==> config.mk <==
export PLATFORM = sky130hd
export DESIGN_NAME = psc_pll_pwm_ctrl
export DESIGN_NICKNAME = d
export VERILOG_FILES = /design/src/rtl/psc_pkg.sv /design/src/rtl/psc_pow2_div.sv /design/src/rtl/psc_lock_timer.sv /design/src/rtl/psc_pll_pwm_ctrl.sv
export SDC_FILE = /design/constraint.sdc
export NUM_CORES = 1
export LEC_CHECK = 0
export ABC_CLOCK_PERIOD_IN_PS = 2300
export BUFFER_PORTS_ARGS = -buffer_cell sky130_fd_sc_hd__buf_2
export CAP_MARGIN = 15
export CORE_MARGIN = 2
export CORE_UTILIZATION = 24
export CTS_CLUSTER_DIAMETER = 60
export DETAILED_ROUTE_END_ITERATION = 8
export HOLD_SLACK_MARGIN = 0.05
export MAX_ROUTING_LAYER = met4
export SLEW_MARGIN = 20
export SYNTH_ARGS = -nofsm -noshare
export SYNTH_HDL_FRONTEND = slang
export SYNTH_SLANG_ARGS = --single-unit
==> constraint.sdc <==
create_clock -name mclk -period 2.3 [get_ports mclk]
set_input_delay 0 -clock mclk [delete_from_list [all_inputs] [get_ports mclk]]
set_output_delay 0 -clock mclk [all_outputs]
set_load 0.05 [all_outputs]
==> src/rtl/psc_pkg.sv <==
// shared constants and types for the pll and pwm channel-one control block
package psc_pkg;

  // ----------------------------------------------------------------
  // register map (indices; byte address is four times the index)
  // ----------------------------------------------------------------
  localparam logic [7:0] IDX_PLL_PREDIV_MULT = 8'h88;
  localparam logic [7:0] IDX_PLL_OUT_DIV     = 8'h89;
  localparam logic [7:0] IDX_PWM_CH1_CTRL    = 8'h8a;
  localparam logic [7:0] IDX_PLL_STATUS      = 8'hfe;

  // ----------------------------------------------------------------
  // field positions
  // ----------------------------------------------------------------
  localparam int PREDIV_BIT    = 7;
  localparam int MULT_LSB      = 0;
  localparam int MULT_W        = 5;
  localparam int OUTDIV_LSB    = 0;
  localparam int OUTDIV_W      = 3;
  localparam int PWM_EN_BIT    = 7;
  localparam int PWM_IDLE_BIT  = 6;
  localparam int PWM_FSEL_BIT  = 4;
  localparam int PWM_DIV_LSB   = 0;
  localparam int PWM_DIV_W     = 4;
  localparam int STAT_BUSY_BIT = 0;
  localparam int STAT_REJ_BIT  = 1;

  // ----------------------------------------------------------------
  // reset values
  // ----------------------------------------------------------------
  localparam logic              RST_PREDIV = 1'b0;
  localparam logic [MULT_W-1:0] RST_MULT   = 5'h07;
  localparam logic [OUTDIV_W-1:0] RST_OUTDIV = 3'h3;
  localparam logic [7:0]        RST_PWM_CTRL = 8'h00;

  // ----------------------------------------------------------------
  // timing
  // ----------------------------------------------------------------
  localparam int MCLK_MHZ     = 100;
  localparam int LOCK_TIME_US = 100;
  localparam int LOCK_CYCLES  = LOCK_TIME_US * MCLK_MHZ;
  localparam int OSC_DIV_EXP  = 3;   // osc / 8 toggles give osc / 16

  // ----------------------------------------------------------------
  // carriers
  // ----------------------------------------------------------------
  typedef struct packed {
    logic              prediv_sel;
    logic [MULT_W-1:0] feedback_mult;
    logic [OUTDIV_W-1:0] out_div_exp;
  } psc_pll_cfg_t;

  typedef struct packed {
    logic                 enable;
    logic                 idle_level;
    logic                 func_sel;
    logic [PWM_DIV_W-1:0] clk_div;
  } psc_pwm_cfg_t;

  typedef enum logic [1:0] {
    PWM_SRC_IDLE = 2'b00,
    PWM_SRC_DUTY = 2'b01,
    PWM_SRC_OSC  = 2'b10
  } psc_pwm_src_t;

endpackage : psc_pkg

==> src/rtl/psc_pow2_div.sv <==
// tick divider by a selectable power of two
`timescale 1ns/1ns
module psc_pow2_div
  import psc_pkg::*;
#(
  parameter int SEL_W = 4
) (
  input  wire logic             mclk,
  input  wire logic             rst_n,
  input  wire logic             tick_in,
  input  wire logic [SEL_W-1:0] sel,
  output logic                  tick_out
);

  localparam int CNT_W = (1 << SEL_W) - 1;

  // ----------------------------------------------------------------
  // checks
  // ----------------------------------------------------------------
  if (SEL_W < 1 || SEL_W > 5) begin : g_bad_w
    $error("psc_pow2_div: SEL_W out of range");
  end

  logic [CNT_W-1:0] cnt;
  logic [CNT_W-1:0] mask;

  // low sel bits of the counter all ones marks every 2^sel-th tick
  assign mask = CNT_W'(({{CNT_W{1'b0}}, 1'b1} << sel) - 1'b1);

  // free running count of input ticks
  always_ff @(posedge mclk or negedge rst_n) begin
    if (!rst_n) begin
      cnt <= '0;
    end else if (tick_in) begin
      cnt <= cnt + 1'b1;
    end
  end

  // one output tick per 2^sel input ticks
  always_ff @(posedge mclk or negedge rst_n) begin
    if (!rst_n) begin
      tick_out <= 1'b0;
    end else begin
      tick_out <= tick_in && ((cnt | ~mask) == {CNT_W{1'b1}});
    end
  end

endmodule : psc_pow2_div

==> src/rtl/psc_lock_timer.sv <==
// pll settle timer, restarted by each pll write
`timescale 1ns/1ns
module psc_lock_timer
  import psc_pkg::*;
#(
  parameter int CYCLES = LOCK_CYCLES
) (
  input  wire logic mclk,
  input  wire logic rst_n,
  input  wire logic restart,
  output logic      busy
);

  localparam int CNT_W = $clog2(CYCLES + 1);

  if (CYCLES < 1) begin : g_bad_cycles
    $error("psc_lock_timer: CYCLES must be at least 1");
  end

  logic [CNT_W-1:0] remain;

  // a new write restarts the full wait even if one is running
  always_ff @(posedge mclk or negedge rst_n) begin
    if (!rst_n) begin
      remain <= '0;
    end else if (restart) begin
      remain <= CNT_W'(CYCLES);
    end else if (remain != '0) begin
      remain <= remain - 1'b1;
    end
  end

  assign busy = (remain != '0);

endmodule : psc_lock_timer

==> src/rtl/psc_pll_pwm_ctrl.sv <==
// pll system clock configuration and pwm channel-one output control
//
// Summary of operation
// - Pre-divider bit divides the oscillator by 1 when clear, by 2 when set; reset 0.
// - Five-bit feedback multiplier resets to 07h; only values 1 to 31 are taken.
// - Three-bit output divider divides by two to its value, 1 up to 128; reset 03h.
// - With all pll fields at reset the system clock equals the oscillator.
// - System clock is oscillator times (mult+1) over (prediv+1) times two to the out divider.
// - The enable bit runs the pulse output; when clear the pin sits at the idle level, reset 0.
// - The idle-level bit gives low or high while disabled or asleep, only with function-select 0.
// - With function-select set the pin carries the oscillator divided by 16.
// - The four-bit clock divider feeds the pwm from system clock over two to its value.
//
// Local design decision: the Avalon-MM register port.
`timescale 1ns/1ns
module psc_pll_pwm_ctrl
  import psc_pkg::*;
#(
  parameter int LOCK_WAIT_CYCLES = LOCK_CYCLES,
  parameter int DUTY_W           = 8
) (
  input  wire logic                 mclk,
  input  wire logic                 rst_n,
  // avalon-mm slave, byte address
  input  wire logic [9:0]           avs_address,
  input  wire logic                 avs_read,
  input  wire logic                 avs_write,
  input  wire logic [31:0]          avs_writedata,
  input  wire logic [3:0]           avs_byteenable,
  output logic [31:0]               avs_readdata,
  output logic                      avs_waitrequest,
  // clock sources as one-cycle ticks
  input  wire logic                 core_clk_tick,
  input  wire logic                 osc_tick,
  input  wire logic                 sleep,
  input  wire logic [DUTY_W-1:0]    pwm_duty,
  // to the analog pll core
  output psc_pll_cfg_t              pll_cfg,
  output logic [MULT_W:0]           core_clk_ratio_num,
  output logic [OUTDIV_W:0]         core_clk_ratio_den_log2,
  output logic                      pll_lock_wait,
  // pin
  output logic                      pwm_ch1_out
);

  // ----------------------------------------------------------------
  // elaboration checks
  // ----------------------------------------------------------------
  if (DUTY_W != 8) begin : g_bad_duty
    $error("psc_pll_pwm_ctrl: duty width must be 8");
  end
  if (LOCK_WAIT_CYCLES < 1) begin : g_bad_lock
    $error("psc_pll_pwm_ctrl: lock wait must be at least one cycle");
  end

  // ----------------------------------------------------------------
  // helpers
  // ----------------------------------------------------------------
  // word index of a byte address; misaligned maps to unused index 0
  function automatic logic [7:0] word_index(input logic [9:0] addr);
    if (addr[1:0] != 2'b00) begin
      return 8'h00;
    end
    return addr[9:2];
  endfunction : word_index

  function automatic logic is_mapped(input logic [7:0] idx);
    return (idx == IDX_PLL_PREDIV_MULT) || (idx == IDX_PLL_OUT_DIV) ||
           (idx == IDX_PWM_CH1_CTRL) || (idx == IDX_PLL_STATUS);
  endfunction : is_mapped

  // ----------------------------------------------------------------
  // bus handshake
  // ----------------------------------------------------------------
  logic       bus_ack;
  logic       bus_req;
  logic [7:0] bus_idx;
  logic       wr_fire;
  logic [7:0] wr_byte;

  assign bus_req         = avs_read || avs_write;
  assign bus_idx         = word_index(avs_address);
  // one wait cycle, then the request completes on the next edge
  assign avs_waitrequest = bus_req && !bus_ack;
  assign wr_fire         = avs_write && bus_ack && avs_byteenable[0];
  assign wr_byte         = avs_writedata[7:0];

  // ack is high in the completing cycle
  always_ff @(posedge mclk or negedge rst_n) begin
    if (!rst_n) begin
      bus_ack <= 1'b0;
    end else begin
      bus_ack <= bus_req && !bus_ack;
    end
  end

  // ----------------------------------------------------------------
  // pll configuration registers
  // ----------------------------------------------------------------
  logic prediv_sel;
  logic [MULT_W-1:0] feedback_mult;
  logic [OUTDIV_W-1:0] out_div_exp;
  logic mult_rejected;
  logic pll_write;

  // pre-divider and multiplier share one byte
  always_ff @(posedge mclk or negedge rst_n) begin
    if (!rst_n) begin
      prediv_sel    <= RST_PREDIV;
      feedback_mult <= RST_MULT;
    end else if (wr_fire && bus_idx == IDX_PLL_PREDIV_MULT) begin
      prediv_sel <= wr_byte[PREDIV_BIT];
      // zero would stall the vco, so the old multiplier is kept
      if (wr_byte[MULT_LSB +: MULT_W] != '0) begin
        feedback_mult <= wr_byte[MULT_LSB +: MULT_W];
      end
    end
  end

  // records whether the latest multiplier write was refused
  always_ff @(posedge mclk or negedge rst_n) begin
    if (!rst_n) begin
      mult_rejected <= 1'b0;
    end else if (wr_fire && bus_idx == IDX_PLL_PREDIV_MULT) begin
      mult_rejected <= (wr_byte[MULT_LSB +: MULT_W] == '0);
    end
  end

  // output divider exponent
  always_ff @(posedge mclk or negedge rst_n) begin
    if (!rst_n) begin
      out_div_exp <= RST_OUTDIV;
    end else if (wr_fire && bus_idx == IDX_PLL_OUT_DIV) begin
      out_div_exp <= wr_byte[OUTDIV_LSB +: OUTDIV_W];
    end
  end

  assign pll_write = wr_fire &&
                     (bus_idx == IDX_PLL_PREDIV_MULT || bus_idx == IDX_PLL_OUT_DIV);

  // ----------------------------------------------------------------
  // pll settle wait
  // ----------------------------------------------------------------
  // software still owns the wait; this only reports it in status
  psc_lock_timer #(
    .CYCLES (LOCK_WAIT_CYCLES)
  ) u_lock (
    .mclk    (mclk),
    .rst_n   (rst_n),
    .restart (pll_write),
    .busy    (pll_lock_wait)
  );

  // ----------------------------------------------------------------
  // pll outputs and frequency ratio
  // ----------------------------------------------------------------
  // core_clk = osc * num / 2^den_log2; reset gives 8 / 2^3, i.e. osc
  always_ff @(posedge mclk or negedge rst_n) begin
    if (!rst_n) begin
      pll_cfg                 <= '{RST_PREDIV, RST_MULT, RST_OUTDIV};
      core_clk_ratio_num      <= (MULT_W+1)'(RST_MULT) + 1'b1;
      core_clk_ratio_den_log2 <= (OUTDIV_W+1)'(RST_OUTDIV);
    end else begin
      pll_cfg <= '{prediv_sel, feedback_mult, out_div_exp};
      core_clk_ratio_num      <= (MULT_W+1)'(feedback_mult) + 1'b1;
      // prediv of 2 adds one to the power-of-two denominator
      core_clk_ratio_den_log2 <= (OUTDIV_W+1)'(out_div_exp) +
                                 (OUTDIV_W+1)'(prediv_sel);
    end
  end

  // ----------------------------------------------------------------
  // pwm channel-one control register
  // ----------------------------------------------------------------
  psc_pwm_cfg_t pwm_cfg;

  // reserved bit 5 is never stored
  always_ff @(posedge mclk or negedge rst_n) begin
    if (!rst_n) begin
      pwm_cfg <= '{RST_PWM_CTRL[PWM_EN_BIT], RST_PWM_CTRL[PWM_IDLE_BIT],
                   RST_PWM_CTRL[PWM_FSEL_BIT],
                   RST_PWM_CTRL[PWM_DIV_LSB +: PWM_DIV_W]};
    end else if (wr_fire && bus_idx == IDX_PWM_CH1_CTRL) begin
      pwm_cfg.enable     <= wr_byte[PWM_EN_BIT];
      pwm_cfg.idle_level <= wr_byte[PWM_IDLE_BIT];
      pwm_cfg.func_sel   <= wr_byte[PWM_FSEL_BIT];
      pwm_cfg.clk_div    <= wr_byte[PWM_DIV_LSB +: PWM_DIV_W];
    end
  end

  // ----------------------------------------------------------------
  // register read back
  // ----------------------------------------------------------------
  logic [7:0] rd_byte;

  // unlisted and reserved bits are built as zero
  always_comb begin
    rd_byte = 8'h00;
    unique case (bus_idx)
      IDX_PLL_PREDIV_MULT: begin
        rd_byte[PREDIV_BIT]             = prediv_sel;
        rd_byte[MULT_LSB +: MULT_W]     = feedback_mult;
      end
      IDX_PLL_OUT_DIV: begin
        rd_byte[OUTDIV_LSB +: OUTDIV_W] = out_div_exp;
      end
      IDX_PWM_CH1_CTRL: begin
        rd_byte[PWM_EN_BIT]              = pwm_cfg.enable;
        rd_byte[PWM_IDLE_BIT]            = pwm_cfg.idle_level;
        rd_byte[PWM_FSEL_BIT]            = pwm_cfg.func_sel;
        rd_byte[PWM_DIV_LSB +: PWM_DIV_W] = pwm_cfg.clk_div;
      end
      IDX_PLL_STATUS: begin
        rd_byte[STAT_BUSY_BIT] = pll_lock_wait;
        rd_byte[STAT_REJ_BIT]  = mult_rejected;
      end
      default: ;
    endcase
  end

  // data is captured in the wait cycle and held through completion
  always_ff @(posedge mclk or negedge rst_n) begin
    if (!rst_n) begin
      avs_readdata <= 32'h0000_0000;
    end else if (avs_read && !bus_ack) begin
      avs_readdata <= is_mapped(bus_idx) ? {24'h00_0000, rd_byte} : 32'h0000_0000;
    end
  end

  // ----------------------------------------------------------------
  // pwm source clock divider
  // ----------------------------------------------------------------
  logic pwm_src_tick;

  psc_pow2_div #(
    .SEL_W (PWM_DIV_W)
  ) u_src_div (
    .mclk     (mclk),
    .rst_n    (rst_n),
    .tick_in  (core_clk_tick),
    .sel      (pwm_cfg.clk_div),
    .tick_out (pwm_src_tick)
  );

  // ----------------------------------------------------------------
  // duty waveform
  // ----------------------------------------------------------------
  logic [DUTY_W-1:0] duty_cnt;
  logic              duty_level;

  // 256 source ticks per period; duty n gives n+1 high ticks
  always_ff @(posedge mclk or negedge rst_n) begin
    if (!rst_n) begin
      duty_cnt <= '0;
    end else if (!pwm_cfg.enable) begin
      duty_cnt <= '0;                                        // restart on enable
    end else if (pwm_src_tick) begin
      duty_cnt <= duty_cnt + 1'b1;
    end
  end

  assign duty_level = (duty_cnt <= pwm_duty);

  // ----------------------------------------------------------------
  // fixed oscillator / 16 waveform
  // ----------------------------------------------------------------
  logic osc8_tick;
  logic osc16_level;

  psc_pow2_div #(
    .SEL_W (2)
  ) u_osc_div (
    .mclk     (mclk),
    .rst_n    (rst_n),
    .tick_in  (osc_tick),
    .sel      (2'(OSC_DIV_EXP)),
    .tick_out (osc8_tick)
  );

  // toggling every 8 oscillator periods makes a 16-period square wave
  always_ff @(posedge mclk or negedge rst_n) begin
    if (!rst_n) begin
      osc16_level <= 1'b0;
    end else if (osc8_tick) begin
      osc16_level <= ~osc16_level;
    end
  end

  // ----------------------------------------------------------------
  // pin source selection
  // ----------------------------------------------------------------
  psc_pwm_src_t pin_src;

  // function-select wins over enable, idle level and sleep
  always_comb begin
    if (pwm_cfg.func_sel) begin
      pin_src = PWM_SRC_OSC;
    end else if (pwm_cfg.enable && !sleep) begin
      pin_src = PWM_SRC_DUTY;
    end else begin
      pin_src = PWM_SRC_IDLE;
    end
  end

  // registered pin keeps glitches from the selector off the board
  always_ff @(posedge mclk or negedge rst_n) begin
    if (!rst_n) begin
      pwm_ch1_out <= 1'b0;
    end else begin
      unique case (pin_src)
        PWM_SRC_OSC:  pwm_ch1_out <= osc16_level;
        PWM_SRC_DUTY: pwm_ch1_out <= duty_level;
        PWM_SRC_IDLE: pwm_ch1_out <= pwm_cfg.idle_level;
        default:      pwm_ch1_out <= 1'b0;
      endcase
    end
  end

endmodule : psc_pll_pwm_ctrl

==> flow_summary.json <==
{
  "status": "complete, but fails checks",
  "violations": "negative setup slack",
  "path_depth": 7,
  "endpoint_kind": "flop",
  "finalCritPeriodShare_pct": 100,
  "fin_skew_ns": 0.00826,
  "antenna_found_initial": 0,
  "drc": 0,
  "finalSetupViolations": 1,
  "period_needed_ns": 2.30,
  "ys_types": 54,
  "ys.flop_type": "dfrtp_1",
  "ant_nets": 0,
  "slowest_stage": "or4_4",
  "cts_sinks": 88,
  "core_mm2": 0.0186,
  "synth_edf_count": 0,
  "grt_pass1_wl_um": 16500,
  "max-vdd-ir-drop_mv": 0.396,
  "ff2ff_setup_slack_ns": -0.0003,
  "path_class": "reg2reg",
  "final.setup.worst_slack_ns": -0.000316,
  "yosys_warnings": 0,
  "cp_common_cell": "or4_4",
  "worst_slew_pin_slew_ns": 0.637,
  "synth_top_cell_area_share_pct": 41.2,
  "drive_above_1_share_pct": 23.2,
  "crit_chain": "or4_4 > ha_4 > nor2b_1 > o21ai_1 > o2111ai_1 > or4_4 > a2111oi_4",
  "pin_count": 115,
  "crit_end": "u_src_div.tick_out",
  "hold_viol": 0,
  "dpl.hpwl_um": 7170,
  "cp-start-kind": "flop",
  "path_max_fanout": 8,
  "area_delta_synth_final_pct": 23.1,
  "drt_first_pass_iters": 4,
  "critical_path.top_delay_family": "simple AND/OR/NAND/NOR gates",
  "rr_startpoint": "pwm_cfg[3]",
  "drt_wl_total_um": 9840,
  "grt_overflow_total": 0,
  "vias_per_cell": 4.32,
  "grt_max_degree": 49,
  "path_clk_slew_ns": 0.06,
  "cts_buffers": 9,
  "cp.buffers_inverters": 0,
  "port_buffers": 61,
  "synthTopCellsByCount": "dfrtp_1 (75), nand2_1 (36), nor2_1 (31)",
  "finalPower_mw": 3.93,
  "synth_area_leaders": "dfrtp_1 (41%), dfstp_2 (7.5%), ha_1 (4.7%), buf_4 (4.1%), xnor2_1 (4.0%)",
  "start_util_pct": 24.4,
  "num_rows": 50,
  "cts-htree-levels": 3,
  "hold_class": "in2reg",
  "critPathLaunch": "pwm_cfg[3]",
  "die_h_um": 142,
  "clock-root-buffer": "clkbuf_16",
  "dieArea_mm2": 0.0201,
  "p_per_area_mw_per_mm2": 702,
  "place_inst": 727,
  "grt_pass1_vias": 3270,
  "gp_congestion": 0.854,
  "reg2reg_depth": 7,
  "grt.total_usage_pct": 10.7,
  "cts_tree": "yes",
  "diodes": 0,
  "final-max-slew-violation-count": 0,
  "avgSynthCellArea_um2": 10.6,
  "leakage_nw": 2.58,
  "synth_area_mm2": 0.00455,
  "fmax_ghz": 0.435,
  "required_ns": 2.53,
  "final-instance-count-excl-fill": 756,
  "place_ws_ns": -0.0438,
  "layout.nets": 595,
  "synth_most_common_cell": "dfrtp_1",
  "dr_total_vias": 3269,
  "yosys.area.top_type": "dfrtp_1",
  "clk_latency_ns": 0.33,
  "die_w_um": 142,
  "drt_first_iter_violations": 265,
  "async_reset_ff_share_pct": 100,
  "r2r-end": "u_src_div.tick_out",
  "ys_ff_latch": 88,
  "max_cap_viol_count": 0,
  "critPathMaxStageDelay_ns": 0.56,
  "finalSetupTns_ns": -0.000316,
  "routedWlPerCell_um": 13.0,
  "crit_arrival_ns": 2.53,
  "yosysSeqAreaShare_pct": 48.7,
  "synthCells": 430,
  "relSlewSlack_pct": 57.5,
  "rsz0062_at_grt": "true",
  "cts_buffer_depth": 2
}
==> per-stage QoR <==
| step | util, % | hold WS, ns | instance area, µm² |
|---|---|---|---|
| 2_1_floorplan | - | -0.296 | 4670 |
| 3_3_place_gp | 27.6 | 0.0631 | 5150 |
| 3_5_place_dp | 27.6 | 0.0745 | 5150 |
| 4_1_cts | 30.0 | 0.0820 | 5590 |
| 5_1_grt | 30.0 | 0.101 | 5600 |
| 6_report | 30.0 | 0.0966 | 5600 |
==> repair_timing <==
item,4_1_cts,5_1_grt
setup endpoints to repair,1,1
setup buffers,1,0
pin swaps,3,2
hold endpoints to repair,65,0
cloned,0,0
resized for setup,2,3
hold buffers,12,0
==> state kept, by name, indices dropped and copies added (netlist names), 3 cells and up <==
| register | count |
|---|---|
| u_lock.remain | 14 |
| u_src_div.cnt | 15 |
| pwm_cfg | 7 |
| feedback_mult | 5 |
| avs_readdata | 7 |
| out_div_exp | 3 |
| duty_cnt | 8 |
| core_clk_ratio_den_log2 | 4 |
| u_osc_div.cnt | 3 |
| core_clk_ratio_num | 6 |
| pll_cfg | 9 |
==> worst min-delay path: stages <==
cell and delay [ns]:
buf_2 0.11, nor3b_1 0.07, o221ai_1 0.07, a31oi_1 0.05
nor2_1 0.09
==> per-layer routing <==
layer,global-route usage (%),part of all wire (%),vias to the layer above
met5,-,0,-
met4,3.68,1.5,0
met3,2.53,3.5,10
met2,15.8,44,65
met1,14.3,51,1571
li1,-,-,1623
==> cell families (layout without fill, tap and decap cells) <==
group                    Yosys count  in the layout  share of synthesized area, %
flip-flops                        88             88                          48.7
other                              1             25                        0.0824
adder cells (fa/ha/maj)           17             17                          4.67
buffers and inverters             54            122                          6.71
AND/OR/NAND/NOR                  158            158                          19.4
multiplexers                      27             27                          6.46
AO/OA/AOI/OAI                     47             47                          6.65
XOR/XNOR                          38             38                          7.31
==> worst min path at each step <==
| stage | slack (ns) | from | endpoint | depth (start not counted) |
|---|---|---|---|---|
| 3_3_place_gp | 0.06 | rst_n | u_lock.remain[5] | 1 |
| 5_1_grt | 0.10 | sleep | pwm_ch1_out | 5 |
| 4_1_cts | 0.08 | sleep | pwm_ch1_out | 5 |
| 6_report | 0.1 | sleep | pwm_ch1_out | 5 |
| 2_1_floorplan | -0.30 | rst_n | avs_readdata[0] | 0 |
| 3_5_place_dp | 0.07 | rst_n | u_lock.remain[5] | 1 |
==> where the power goes <==
| group | internal [mW] | total (mW) | switching (mW) |
|---|---|---|---|
| registers | 1.71 | 1.89 | 0.178 |
| clock network | 0.928 | 1.51 | 0.578 |
| logic | 0.235 | 0.540 | 0.305 |
| total | 2.87 | 3.93 | 1.06 |
==> layout make-up <==
class                           instances  area [µm²]
Fill cell                            1951       13000
Sequential cell                        88        2220
Multi-Input combinational cell        312        2150
Timing Repair Buffer                   90         568
Tap cell                              234         293
Clock buffer                           13         270
Inverter                               16        60.1
Clock inverter                          3        40.0
==> cells in the final DEF (no fill, tap or decap), types with 16 or more instances in the layout <==
cell,n
xor2_1,17
buf_2,60
ha_1,16
nor2_1,31
conb_1,25
inv_1,16
buf_4,17
nand2_1,36
nand3_1,16
xnor2_1,21
dfrtp_1,75
(Power assumes the default switching activity.)
